### src/include/sfcfe_regs.svh
// Purpose: Opcodes, dummy counts and address map constants
// Assumes: 24-bit byte address
// Notes: Definitions only
`ifndef SFCFE_REGS_SVH
`define SFCFE_REGS_SVH
`define SFCFE_OP_READ 8'h03
`define SFCFE_OP_FAST 8'h0B
`define SFCFE_OP_DUAL_AD 8'hBB
`define SFCFE_OP_DUAL_OUT 8'h3B
`define SFCFE_OP_QUAD_AD 8'hEB
`define SFCFE_OP_QUAD_OUT 8'h6B
`define SFCFE_OP_QUAD_DTR 8'hED
`define SFCFE_OP_ENTER_QUAD 8'h35
`define SFCFE_OP_LEAVE_QUAD 8'hF5
`define SFCFE_OP_QPG 8'h38
`define SFCFE_OP_WPSEL 8'h68
`define SFCFE_OPS_WRITE 8'h06, 8'h04, 8'h41, 8'h01, 8'h02, 8'h20, 8'h52, 8'hD8, 8'h60, 8'hC7
`define SFCFE_ADDR_BITS 24
`define SFCFE_DUMMY_FAST 5'h08
`define SFCFE_DUMMY_DUAL_AD 5'h04
`define SFCFE_DUMMY_QUAD_AD 5'h06
`define SFCFE_DUMMY_DC01 5'h06
`define SFCFE_DUMMY_DC10 5'h08
`define SFCFE_DUMMY_DC11 5'h0A
`define SFCFE_SECTOR_LSB 12
`define SFCFE_BLK64_LSB 16
`define SFCFE_LOCK_TOP_BASE 9'h010
`define SFCFE_LOCK_MID_OFS 9'h01F
`define SFCFE_PIN_RESET 6'h02
`endif

### src/include/sfcfe_pkg.sv
// Purpose: Types and shared functions of the command front end
// Assumes: sfcfe_regs.svh on the include path
// Notes: None
package sfcfe_pkg;
`include "sfcfe_regs.svh"

   typedef enum logic [6:0] {
      ST_IDLE = 7'h01,
      ST_OPC = 7'h02,
      ST_ADDR = 7'h04,
      ST_DUMMY = 7'h08,
      ST_DATA = 7'h10,
      ST_WAIT = 7'h20,
      ST_STBY = 7'h40
   } sfcfe_state_t;

   typedef struct packed {
      logic valid;
      logic is_read;
      logic [2:0] addr_w;
      logic [2:0] data_w;
      logic dtr;
   } sfcfe_dec_t;

   typedef struct packed {
      logic [23:0] addr;
      logic req;
   } sfcfe_fetch_t;

   function automatic logic [23:0] sfcfe_shift(input logic [23:0] sr, input logic [3:0] b,
                                               input logic [2:0] w);
      case (w)
         3'h1: return {sr[22:0], b[0]};
         3'h2: return {sr[21:0], b[1:0]};
         default: return {sr[19:0], b};
      endcase
   endfunction

   function automatic sfcfe_dec_t sfcfe_decode(input logic [7:0] op, input logic quad,
                                               input logic busy);
      sfcfe_dec_t d;
      d = '0;
      case (op)
         `SFCFE_OP_READ, `SFCFE_OP_FAST: d = '{!quad, 1'b1, 3'h1, 3'h1, 1'b0};
         `SFCFE_OP_DUAL_AD: d = '{!quad, 1'b1, 3'h2, 3'h2, 1'b0};
         `SFCFE_OP_DUAL_OUT: d = '{!quad, 1'b1, 3'h1, 3'h2, 1'b0};
         `SFCFE_OP_QUAD_OUT: d = '{!quad, 1'b1, 3'h1, 3'h4, 1'b0};
         `SFCFE_OP_QUAD_AD: d = '{1'b1, 1'b1, 3'h4, 3'h4, 1'b0};
         `SFCFE_OP_QUAD_DTR: d = '{1'b1, 1'b1, 3'h4, 3'h4, 1'b1};
         `SFCFE_OP_QPG, `SFCFE_OP_WPSEL: d.valid = !quad;
         `SFCFE_OP_ENTER_QUAD, `SFCFE_OP_LEAVE_QUAD, `SFCFE_OPS_WRITE: d.valid = 1'b1;
         default: d = '0;
      endcase
      // Array reads are dropped while a write operation runs
      if (d.is_read && busy) begin
         d.valid = 1'b0;
      end
      return d;
   endfunction

   function automatic logic [4:0] sfcfe_dummy(input logic [7:0] op, input logic [1:0] dc);
      if (op == `SFCFE_OP_READ) begin
         return 5'h00;
      end
      case (dc)
         2'h1: return `SFCFE_DUMMY_DC01;
         2'h2: return `SFCFE_DUMMY_DC10;
         2'h3: return `SFCFE_DUMMY_DC11;
         default: begin
            if (op == `SFCFE_OP_DUAL_AD) begin
               return `SFCFE_DUMMY_DUAL_AD;
            end
            if (op == `SFCFE_OP_QUAD_AD || op == `SFCFE_OP_QUAD_DTR) begin
               return `SFCFE_DUMMY_QUAD_AD;
            end
            return `SFCFE_DUMMY_FAST;
         end
      endcase
   endfunction
endpackage

### src/verilog/sfcfe_top.sv
// Purpose: Serial flash command front end: opcode, address, dummy, data
// Assumes: Host clock at most a quarter of clk_sys_i per half period
// Notes: Pins pass a three-stage synchroniser; sclk edges are found here
`timescale 1ns/1ps
module sfcfe_top
   import sfcfe_pkg::*;
#(
   parameter int LOCK_DEPTH = 512
) (
   input wire logic clk_sys_i, // System clock, 20 MHz
   input wire logic reset_i, // Async reset, active high
   input wire logic sclk_i, // Serial clock from host
   input wire logic cs_n_i, // Chip select, active low
   input wire logic [3:0] sio_i, // Serial lines in
   output logic [3:0] sio_o, // Serial lines out
   output logic [3:0] sio_oe_o, // Line drive enables
   input wire logic [1:0] dummy_cfg_i, // {dummy_count_high_bit, dummy_count_low_bit}
   input wire logic busy_i, // Write operation in progress
   output logic [23:0] arr_addr_o, // Array byte address
   output logic arr_req_o, // Array read pulse
   input wire logic [7:0] arr_data_i, // Array data, cycle after request
   input wire logic lock_wr_i, // Lock bit write
   input wire logic [23:0] lock_addr_i, // Lock unit address
   input wire logic lock_val_i, // Lock bit value
   output logic addr_locked_o, // Current read unit locked
   output logic [11:0] sector_o, // Current read sector
   output logic [7:0] block64_o, // Current read 64 KB block
   output logic active_o, // Valid command in progress
   output logic quad_mode_o, // four_line_command_mode
   output logic cmd_exec_o, // Write-type command accepted
   output logic [7:0] cmd_opcode_o // Its opcode
);
   ////////////////////////////////////////////////////////////////////////////////
   logic [5:0] pins_s;
   logic [3:0] sio_s;
   logic sclk_s, cs_n_s, sclk_d_ff, cs_n_d_ff, rise, fall, cs_fall, cs_rise;
   sfcfe_pin_sync #(.WIDTH(6), .RESET_VAL(`SFCFE_PIN_RESET)) u_sync (
      .clk_sys_i(clk_sys_i),
      .reset_i(reset_i),
      .pin_i({sio_i, cs_n_i, sclk_i}),
      .pin_o(pins_s)
   );

   assign sclk_s = pins_s[0];
   assign cs_n_s = pins_s[1];
   assign sio_s = pins_s[5:2];

   always_ff @(posedge clk_sys_i or posedge reset_i) begin
      if (reset_i) begin
         sclk_d_ff <= 1'b0;
         cs_n_d_ff <= 1'b1;
      end else begin
         sclk_d_ff <= sclk_s;
         cs_n_d_ff <= cs_n_s;
      end
   end

   // Edges only count inside a frame, so the idle level does not matter
   assign rise = sclk_s & ~sclk_d_ff & ~cs_n_s & ~cs_n_d_ff;
   assign fall = ~sclk_s & sclk_d_ff & ~cs_n_s & ~cs_n_d_ff;
   assign cs_fall = cs_n_d_ff & ~cs_n_s;
   assign cs_rise = ~cs_n_d_ff & cs_n_s;

   ////////////////////////////////////////////////////////////////////////////////
   sfcfe_state_t state_ff;
   sfcfe_dec_t dec_ff, nxt_dec;
   logic [7:0] op_ff, nxt_op;
   logic [23:0] addr_ff, nxt_addr, op_sh;
   logic [4:0] cnt_ff, dummy_ff, nxt_dummy, op_edges, addr_edges;
   logic [2:0] bit_mod_ff, op_w;
   logic quad_ff, sample, addr_last, enter_data, exec_ok;
   always_comb begin
      op_w = quad_ff ? 3'h4 : 3'h1;
      op_edges = quad_ff ? 5'h02 : 5'h08;
      op_sh = sfcfe_shift({16'h0000, op_ff}, sio_s, op_w);
      nxt_op = op_sh[7:0];
      nxt_dec = sfcfe_decode(nxt_op, quad_ff, busy_i);
      nxt_addr = sfcfe_shift(addr_ff, sio_s, dec_ff.addr_w);
      nxt_dummy = sfcfe_dummy(op_ff, dummy_cfg_i);
      case (dec_ff.addr_w)
         3'h1: addr_edges = 5'h18;
         3'h2: addr_edges = 5'h0C;
         default: addr_edges = 5'h06;
      endcase
   end

   // The double-rate read also takes address nibbles on falling edges
   assign sample = rise | (fall & dec_ff.dtr & (state_ff == ST_ADDR));
   assign addr_last = (state_ff == ST_ADDR) && sample && (cnt_ff == addr_edges - 5'h01);
   assign enter_data = (addr_last && (nxt_dummy == 5'h00)) ||
                       ((state_ff == ST_DUMMY) && rise && (dummy_ff == 5'h01));

   always_ff @(posedge clk_sys_i or posedge reset_i) begin
      if (reset_i) begin
         state_ff <= ST_IDLE;
         dec_ff <= '0;
         op_ff <= 8'h00;
         addr_ff <= 24'h00_0000;
         cnt_ff <= 5'h00;
         dummy_ff <= 5'h00;
      end else if (cs_fall) begin
         state_ff <= ST_OPC;
         dec_ff <= '0;
         op_ff <= 8'h00;
         addr_ff <= 24'h00_0000;
         cnt_ff <= 5'h00;
         dummy_ff <= 5'h00;
      end else if (cs_n_s) begin
         state_ff <= ST_IDLE;
      end else if (sample) begin
         unique case (state_ff)
            ST_OPC: begin
               op_ff <= nxt_op;
               cnt_ff <= cnt_ff + 5'h01;
               if (cnt_ff == op_edges - 5'h01) begin
                  dec_ff <= nxt_dec;
                  cnt_ff <= 5'h00;
                  if (!nxt_dec.valid) begin
                     state_ff <= ST_STBY;
                  end else if (nxt_dec.is_read) begin
                     state_ff <= ST_ADDR;
                  end else begin
                     state_ff <= ST_WAIT;
                  end
               end
            end
            ST_ADDR: begin
               addr_ff <= nxt_addr;
               cnt_ff <= cnt_ff + 5'h01;
               if (addr_last) begin
                  dummy_ff <= nxt_dummy;
                  state_ff <= (nxt_dummy == 5'h00) ? ST_DATA : ST_DUMMY;
               end
            end
            ST_DUMMY: begin
               if (rise) begin
                  dummy_ff <= dummy_ff - 5'h01;
                  if (dummy_ff == 5'h01) begin
                     state_ff <= ST_DATA;
                  end
               end
            end
            ST_IDLE, ST_DATA, ST_WAIT, ST_STBY: begin
            end
         endcase
      end
   end

   ////////////////////////////////////////////////////////////////////////////////
   // Byte-boundary tracking for write-type commands
   always_ff @(posedge clk_sys_i or posedge reset_i) begin
      if (reset_i) begin
         bit_mod_ff <= 3'h0;
      end else if (cs_fall) begin
         bit_mod_ff <= 3'h0;
      end else if (rise && (state_ff == ST_OPC || state_ff == ST_WAIT)) begin
         bit_mod_ff <= bit_mod_ff + op_w;
      end
   end

   assign exec_ok = cs_rise && (state_ff == ST_WAIT) && (bit_mod_ff == 3'h0);

   always_ff @(posedge clk_sys_i or posedge reset_i) begin
      if (reset_i) begin
         cmd_exec_o <= 1'b0;
         cmd_opcode_o <= 8'h00;
      end else begin
         cmd_exec_o <= exec_ok;
         if (exec_ok) begin
            cmd_opcode_o <= op_ff;
         end
      end
   end

   // Quad-enable configuration bit is not touched here
   always_ff @(posedge clk_sys_i or posedge reset_i) begin
      if (reset_i) begin
         quad_ff <= 1'b0;
      end else if (exec_ok && op_ff == `SFCFE_OP_ENTER_QUAD) begin
         quad_ff <= 1'b1;
      end else if (exec_ok && op_ff == `SFCFE_OP_LEAVE_QUAD) begin
         quad_ff <= 1'b0;
      end
   end

   always_ff @(posedge clk_sys_i or posedge reset_i) begin
      if (reset_i) begin
         active_o <= 1'b0;
      end else begin
         active_o <= !cs_n_s && (state_ff inside {ST_ADDR, ST_DUMMY, ST_DATA, ST_WAIT});
      end
   end

   assign quad_mode_o = quad_ff;

   ////////////////////////////////////////////////////////////////////////////////
   sfcfe_fetch_t fetch_ff;
   logic [7:0] next_ff, sh_ff, src;
   logic [3:0] left_ff, mask;
   logic [2:0] dw;
   logic req_d_ff, started_ff, out_evt;
   assign dw = dec_ff.data_w;
   // First data bit always leaves on a falling edge
   assign out_evt = (state_ff == ST_DATA) && !cs_n_s &&
                    (fall || (rise && dec_ff.dtr && started_ff));
   assign src = (left_ff == 4'h0) ? next_ff : sh_ff;
   assign mask = (dw == 3'h1) ? 4'h2 : ((dw == 3'h2) ? 4'h3 : 4'hF);

   always_ff @(posedge clk_sys_i or posedge reset_i) begin
      if (reset_i) begin
         fetch_ff <= '0;
         req_d_ff <= 1'b0;
         next_ff <= 8'h00;
      end else begin
         fetch_ff.req <= 1'b0;
         req_d_ff <= fetch_ff.req;
         if (req_d_ff) begin
            next_ff <= arr_data_i;
         end
         if (enter_data) begin
            fetch_ff.addr <= (state_ff == ST_ADDR) ? nxt_addr : addr_ff;
            fetch_ff.req <= 1'b1;
         end else if (out_evt && left_ff == 4'h0) begin
            fetch_ff.addr <= fetch_ff.addr + 24'h00_0001;
            fetch_ff.req <= 1'b1;
         end
      end
   end

   always_ff @(posedge clk_sys_i or posedge reset_i) begin
      if (reset_i) begin
         sh_ff <= 8'h00;
         left_ff <= 4'h0;
         started_ff <= 1'b0;
         sio_o <= 4'h0;
         sio_oe_o <= 4'h0;
      end else if (state_ff != ST_DATA || cs_n_s) begin
         // Release lines at once so a CS rise mid-byte ends cleanly
         left_ff <= 4'h0;
         started_ff <= 1'b0;
         sio_oe_o <= 4'h0;
      end else if (out_evt) begin
         started_ff <= 1'b1;
         sh_ff <= src << dw;
         left_ff <= ((left_ff == 4'h0) ? 4'h8 : left_ff) - {1'b0, dw};
         sio_oe_o <= mask;
         case (dw)
            3'h1: sio_o <= {2'b00, src[7], 1'b0};
            3'h2: sio_o <= {2'b00, src[7:6]};
            default: sio_o <= src[7:4];
         endcase
      end
   end

   always_ff @(posedge clk_sys_i or posedge reset_i) begin
      if (reset_i) begin
         sector_o <= 12'h000;
         block64_o <= 8'h00;
      end else begin
         sector_o <= fetch_ff.addr[23:`SFCFE_SECTOR_LSB];
         block64_o <= fetch_ff.addr[23:`SFCFE_BLK64_LSB];
      end
   end

   sfcfe_lock_map #(.DEPTH(LOCK_DEPTH)) u_lock (
      .clk_sys_i(clk_sys_i),
      .reset_i(reset_i),
      .wr_en_i(lock_wr_i),
      .wr_addr_i(lock_addr_i),
      .wr_val_i(lock_val_i),
      .rd_addr_i(fetch_ff.addr),
      .locked_o(addr_locked_o)
   );

   assign arr_addr_o = fetch_ff.addr;
   assign arr_req_o = fetch_ff.req;
endmodule

### src/verilog/sfcfe_pin_sync.sv
// Purpose: Three-stage synchroniser for pins from outside the clock domain
// Assumes: Each bit may change at any time
// Notes: A change counts once stages two and three agree
`timescale 1ns/1ps
module sfcfe_pin_sync #(
   parameter int WIDTH = 6,
   parameter logic [WIDTH-1:0] RESET_VAL = '0
) (
   input wire logic clk_sys_i, // System clock
   input wire logic reset_i, // Async reset, active high
   input wire logic [WIDTH-1:0] pin_i, // Raw pins
   output logic [WIDTH-1:0] pin_o // Filtered pins
);
   logic [WIDTH-1:0] s1_ff;
   logic [WIDTH-1:0] s2_ff;
   logic [WIDTH-1:0] s3_ff;
   logic [WIDTH-1:0] out_ff;

   always_ff @(posedge clk_sys_i or posedge reset_i) begin
      if (reset_i) begin
         s1_ff <= RESET_VAL;
         s2_ff <= RESET_VAL;
         s3_ff <= RESET_VAL;
      end else begin
         s1_ff <= pin_i;
         s2_ff <= s1_ff;
         s3_ff <= s2_ff;
      end
   end

   always_ff @(posedge clk_sys_i or posedge reset_i) begin
      if (reset_i) begin
         out_ff <= RESET_VAL;
      end else begin
         for (int i = 0; i < WIDTH; i++) begin
            if (s2_ff[i] == s3_ff[i]) begin
               out_ff[i] <= s3_ff[i];
            end
         end
      end
   end

   assign pin_o = out_ff;
endmodule

### src/verilog/sfcfe_lock_map.sv
// Purpose: Lock bit per protection unit, with address to unit mapping
// Assumes: Lock writes come from logic on the same clock
// Notes: End 64 KB regions lock per 4 KB sector, the rest per 64 KB block
`timescale 1ns/1ps
module sfcfe_lock_map
   import sfcfe_pkg::*;
#(
   parameter int DEPTH = 512
) (
   input wire logic clk_sys_i, // System clock
   input wire logic reset_i, // Async reset, active high
   input wire logic wr_en_i, // Write one lock bit
   input wire logic [23:0] wr_addr_i, // Any byte inside the unit
   input wire logic wr_val_i, // New lock value
   input wire logic [23:0] rd_addr_i, // Address to look up
   output logic locked_o // Lock of that unit, registered
);
   logic mem_ff [DEPTH];
   logic rd_ff;

   function automatic logic [8:0] unit_of(input logic [23:0] a);
      logic [7:0] blk;
      logic [3:0] sec;
      blk = a[23:`SFCFE_BLK64_LSB];
      sec = a[15:`SFCFE_SECTOR_LSB];
      if (blk == 8'h00) begin
         return {5'h00, sec};
      end
      if (blk == 8'hFF) begin
         return `SFCFE_LOCK_TOP_BASE + {5'h00, sec};
      end
      return `SFCFE_LOCK_MID_OFS + {1'b0, blk};
   endfunction

   always_ff @(posedge clk_sys_i or posedge reset_i) begin
      if (reset_i) begin
         for (int i = 0; i < DEPTH; i++) begin
            mem_ff[i] <= 1'b0;
         end
      end else if (wr_en_i) begin
         mem_ff[unit_of(wr_addr_i)] <= wr_val_i;
      end
   end

   always_ff @(posedge clk_sys_i or posedge reset_i) begin
      if (reset_i) begin
         rd_ff <= 1'b0;
      end else begin
         rd_ff <= mem_ff[unit_of(rd_addr_i)];
      end
   end

   assign locked_o = rd_ff;
endmodule

### config.mk
export PLATFORM = sky130hd
export DESIGN_NAME = sfcfe_top
export DESIGN_NICKNAME = d
export VERILOG_FILES = /design/src/include/sfcfe_pkg.sv /design/src/verilog/sfcfe_top.sv /design/src/verilog/sfcfe_pin_sync.sv /design/src/verilog/sfcfe_lock_map.sv
export VERILOG_INCLUDE_DIRS = /design/src /design/src/include
export SDC_FILE = /design/constraint.sdc
export NUM_CORES = 2
export LEC_CHECK = 0
export BUFFER_PORTS_ARGS = -buffer_cell sky130_fd_sc_hd__buf_2
export CAP_MARGIN = 10
export CELL_PAD_IN_SITES_DETAIL_PLACEMENT = 0
export CELL_PAD_IN_SITES_GLOBAL_PLACEMENT = 1
export CORE_MARGIN = 5
export CORE_UTILIZATION = 34
export CTS_CLUSTER_DIAMETER = 60
export DETAILED_ROUTE_END_ITERATION = 16
export HOLD_SLACK_MARGIN = 0.03
export PLACE_DENSITY_LB_ADDON = 0.12
export SYNTH_ARGS = -nofsm -noshare
export SYNTH_HDL_FRONTEND = slang
export SYNTH_HIERARCHICAL = 1
export SYNTH_SLANG_ARGS = --single-unit
### constraint.sdc
create_clock -name clk_sys_i -period 9.85 [get_ports clk_sys_i]
set_input_delay 0.985 -clock clk_sys_i [delete_from_list [all_inputs] [get_ports clk_sys_i]]
set_output_delay 0.985 -clock clk_sys_i [all_outputs]
set_load 0.05 [all_outputs]
==> results.toml <==
[worst_setup_path]
setup.worst_path.class = "flip-flop to flip-flop"
r2r_cells = 13
startpoint = "arr_addr_o[16]$_DFFE_PP0P_"
r2r_slack_ns = 4.77
end_kind = "flip-flop"
rr_startpoint = "arr_addr_o[16]$_DFFE_PP0P_"
cpPeakStageDelay_ns = 0.69
reg2reg_to = "u_lock/locked_o$_DFF_PP0_"
arrival_ns = 5.62
cp_cell_sequence = "inv_1 > ha_1 > nor4b_2 > nand3b_2 > a21o_1 > nand2_4 > buf_4 > mux2i_1 > o221ai_1 > o211ai_1 > or3_1 > or4b_1 > o211ai_1"
critPathRequiredTime_ns = 10.38
cp_max_fo = 46
crit_family = "simple AND/OR/NAND/NOR gates"
crit_path_start_kind = "flip-flop"
path_buf_inv = 2
critPathSlowestCell = "buf_4"
crit_top_cell = "o211ai_1"

[grt]
overflow = 0
grt_pass1_vias = 19663
grt_max_degree = 105
grt_pass1_wl_um = 125000
grt_util_met3 = 0.0224
grt_util_all_layers = 0.202
grtUsageMet1 = 0.276
grt.busiest_layer = "met2"
antenna_found_initial = 0
use_met2 = 0.344

[synth]
synth-compound-area-share = 0.122
async_flop_share = 1.00
synth_top_family_by_area = "multiplexers"
synth_nets = 2599
syn_avg_cell_area_sq_um = 9.80
synth_xor_area_frac = 0.0120
yosysUniqueCellTypes = 97
synth-seq-cells = 458
synth_area_leaders = "dfrtp_1, mux2_2, nor2_1"
synth_top_area_frac = 0.454
synthSimpleGateAreaFrac = 0.169
synthMuxAreaShare = 0.186
yosysTopAreaCell = "dfrtp_1"
synth-seq-area-share = 0.461
synthAdderAreaFrac = 0.0106
synth-main-ff-cell = "dfrtp_1"
yosysWarnings = 6
syn_inst = 2539
synth-edff-count = 0
synth.cell_area_sq_um = 24900

[cts]
clock_latency_ns = 0.62
clk_pin_slew_worst_paths_ns = 0.06
cts_sinks = 458
cts_resized = 0
cts.root.buffer_cell = "clkbuf_16"
numCtsBuffers = 61
htreeDepth = 2
postCtsSetupRepairBufs = 0
cts_hold_buf = 0
cts_tree = "yes"
cts_max_path_buffers = 3

[sta]
hold_slack_ns = 0.345
min_period_ns = 5.08
finalHoldViolCount = 0
skew_ns = 0.0123
setup_viol = 0
finalCritPeriodShare = 0.516
finalSetupTns_ns = 0
worst_slack_ns = 4.77
max_clock_freq_ghz = 0.197
slew_violations = 0
max_slew_margin = 0.161
rsz0062_at_grt = "no"
tightest_slew_ns = 1.25

[layout]
final_nets = 2605
area_growth_pct = 13.6
stdcell_count = 3551
final_common_cell = "dfrtp_1"
diodes = 0
drive_gt1_frac = 0.242
n_fill_cell = 7267
layout_common_cells = "dfrtp_1, nor2_1, mux2_2"

[die]
start_util = 0.342
coreArea_sq_um = 72800
die_y_um = 281
dieWidth_um = 281
io_pins = 110
die_area_sq_um = 78700
rows = 99

[outcome]
status = "completed"

[placement]
pre_cts_slack_ns = 4.75
dp_hpwl_um = 50900
gp_congestion = 0.821
io_buffers = 97
placed_cells = 3441

[min_path]
min_to = "u_sync/s2_ff[2]$_DFF_PP0_"
min_path_type = "flip-flop to flip-flop"
hold_start = "u_sync/s1_ff[2]$_DFF_PP0_"
hold_path_depth = 0

[drt]
wl_um = 81400
drc = 0
viasPerCell = 5.51
routedWlPerCell_um = 22.9
postRouteAntennaNets = 0
drtIter0Drc = 1277
num_vias = 19558
drt_first_pass_iters = 5

[job]
maxCapViolations = 0

[power_and_ir_drop]
p_per_area_nw_per_um2 = 170
vdd_drop_max_uv = 132
power.leakage_uw = 0.0126
[area by class of cell]
class | count | area, sq um | share of cell area
Clock inverter | 27 | 379 | 0.0134
Tap cell | 959 | 1200 | 0.0424
Inverter | 34 | 140 | 0.00496
Clock buffer | 83 | 1780 | 0.0630
Sequential cell | 458 | 11500 | 0.406
Timing Repair Buffer | 139 | 807 | 0.0285
Multi-Input combinational cell | 1851 | 12500 | 0.442
[synth_stat cells (11+ instances only)]
library cell	number
xnor2_1	19
clkbuf_1	137
a31oi_1	13
xor2_1	15
o31ai_1	12
a211oi_1	28
dfrtp_1	452
nand4_1	13
nor2_1	375
ha_1	14
nand3_1	36
mux2i_1	97
nand2b_1	26
nor4_1	29
a22oi_1	13
inv_1	31
buf_4	18
a21oi_1	113
and4_1	11
a21o_1	18
nand2_1	270
o21ai_0	100
nor3_1	31
o22ai_1	65
nand3b_1	11
and2_1	12
buf_2	34
and3_1	11
mux2_2	325
o211ai_1	16
[flip-flops by register name, indices dropped and copies added, names as in the netlist, 7 cells and up]
register	flops
arr_addr_o	24
addr_ff	24
op_ff	8
u_lock/mem_ff	296
state_ff	7
sh_ff	8
block64_o	8
next_ff	8
cmd_opcode_o	8
[kinds of logic (layout without fill, tap and decap cells)]
kind of cell | Yosys count | in the layout
fa+ha+maj | 21 | 21
buf+inv | 230 | 283
simple gates | 906 | 906
mux | 422 | 422
compound gates | 468 | 468
xor+xnor | 34 | 34
flops | 458 | 458
[through the flow]
| stage | utilization | power, uW | instance area (sq um) |
|---|---|---|---|
| after floorplan | - | 2350 | 24900 |
| after global placement | 0.359 | 2470 | 26100 |
| after detailed placement | 0.359 | 2480 | 26100 |
| after CTS | 0.388 | 4870 | 28300 |
| after global routing | 0.388 | 4990 | 28300 |
| final | 0.388 | 4800 | 28300 |
[metal layers]
metal  wire (um)  part of all wire
met1       36600              0.45
met2       39400              0.48
met3        3170             0.039
met4        2200             0.027
met5           0                 0
[power breakdown]
part | internal, uW | switching, uW | leakage [uW] | total (uW)
Sequential | 1980 | 81.1 | 0.00628 | 2060
Clock | 1470 | 883 | 0.00106 | 2350
Combinational | 147 | 229 | 0.00524 | 376
[worst max path at each step]
stage | endpoint | cells past startpoint | slack, ns
detailed placement | u_lock/locked_o$_DFF_PP0_ | 13 | 4.75
finish | u_lock/locked_o$_DFF_PP0_ | 13 | 4.77
floorplan | u_lock/locked_o$_DFF_PP0_ | 1 | 0.66
global route | u_lock/locked_o$_DFF_PP0_ | 13 | 4.43
global placement | u_lock/locked_o$_DFF_PP0_ | 13 | 4.72
CTS | u_lock/locked_o$_DFF_PP0_ | 13 | 4.73
Note: power is estimated with default switching activity, not from simulation.
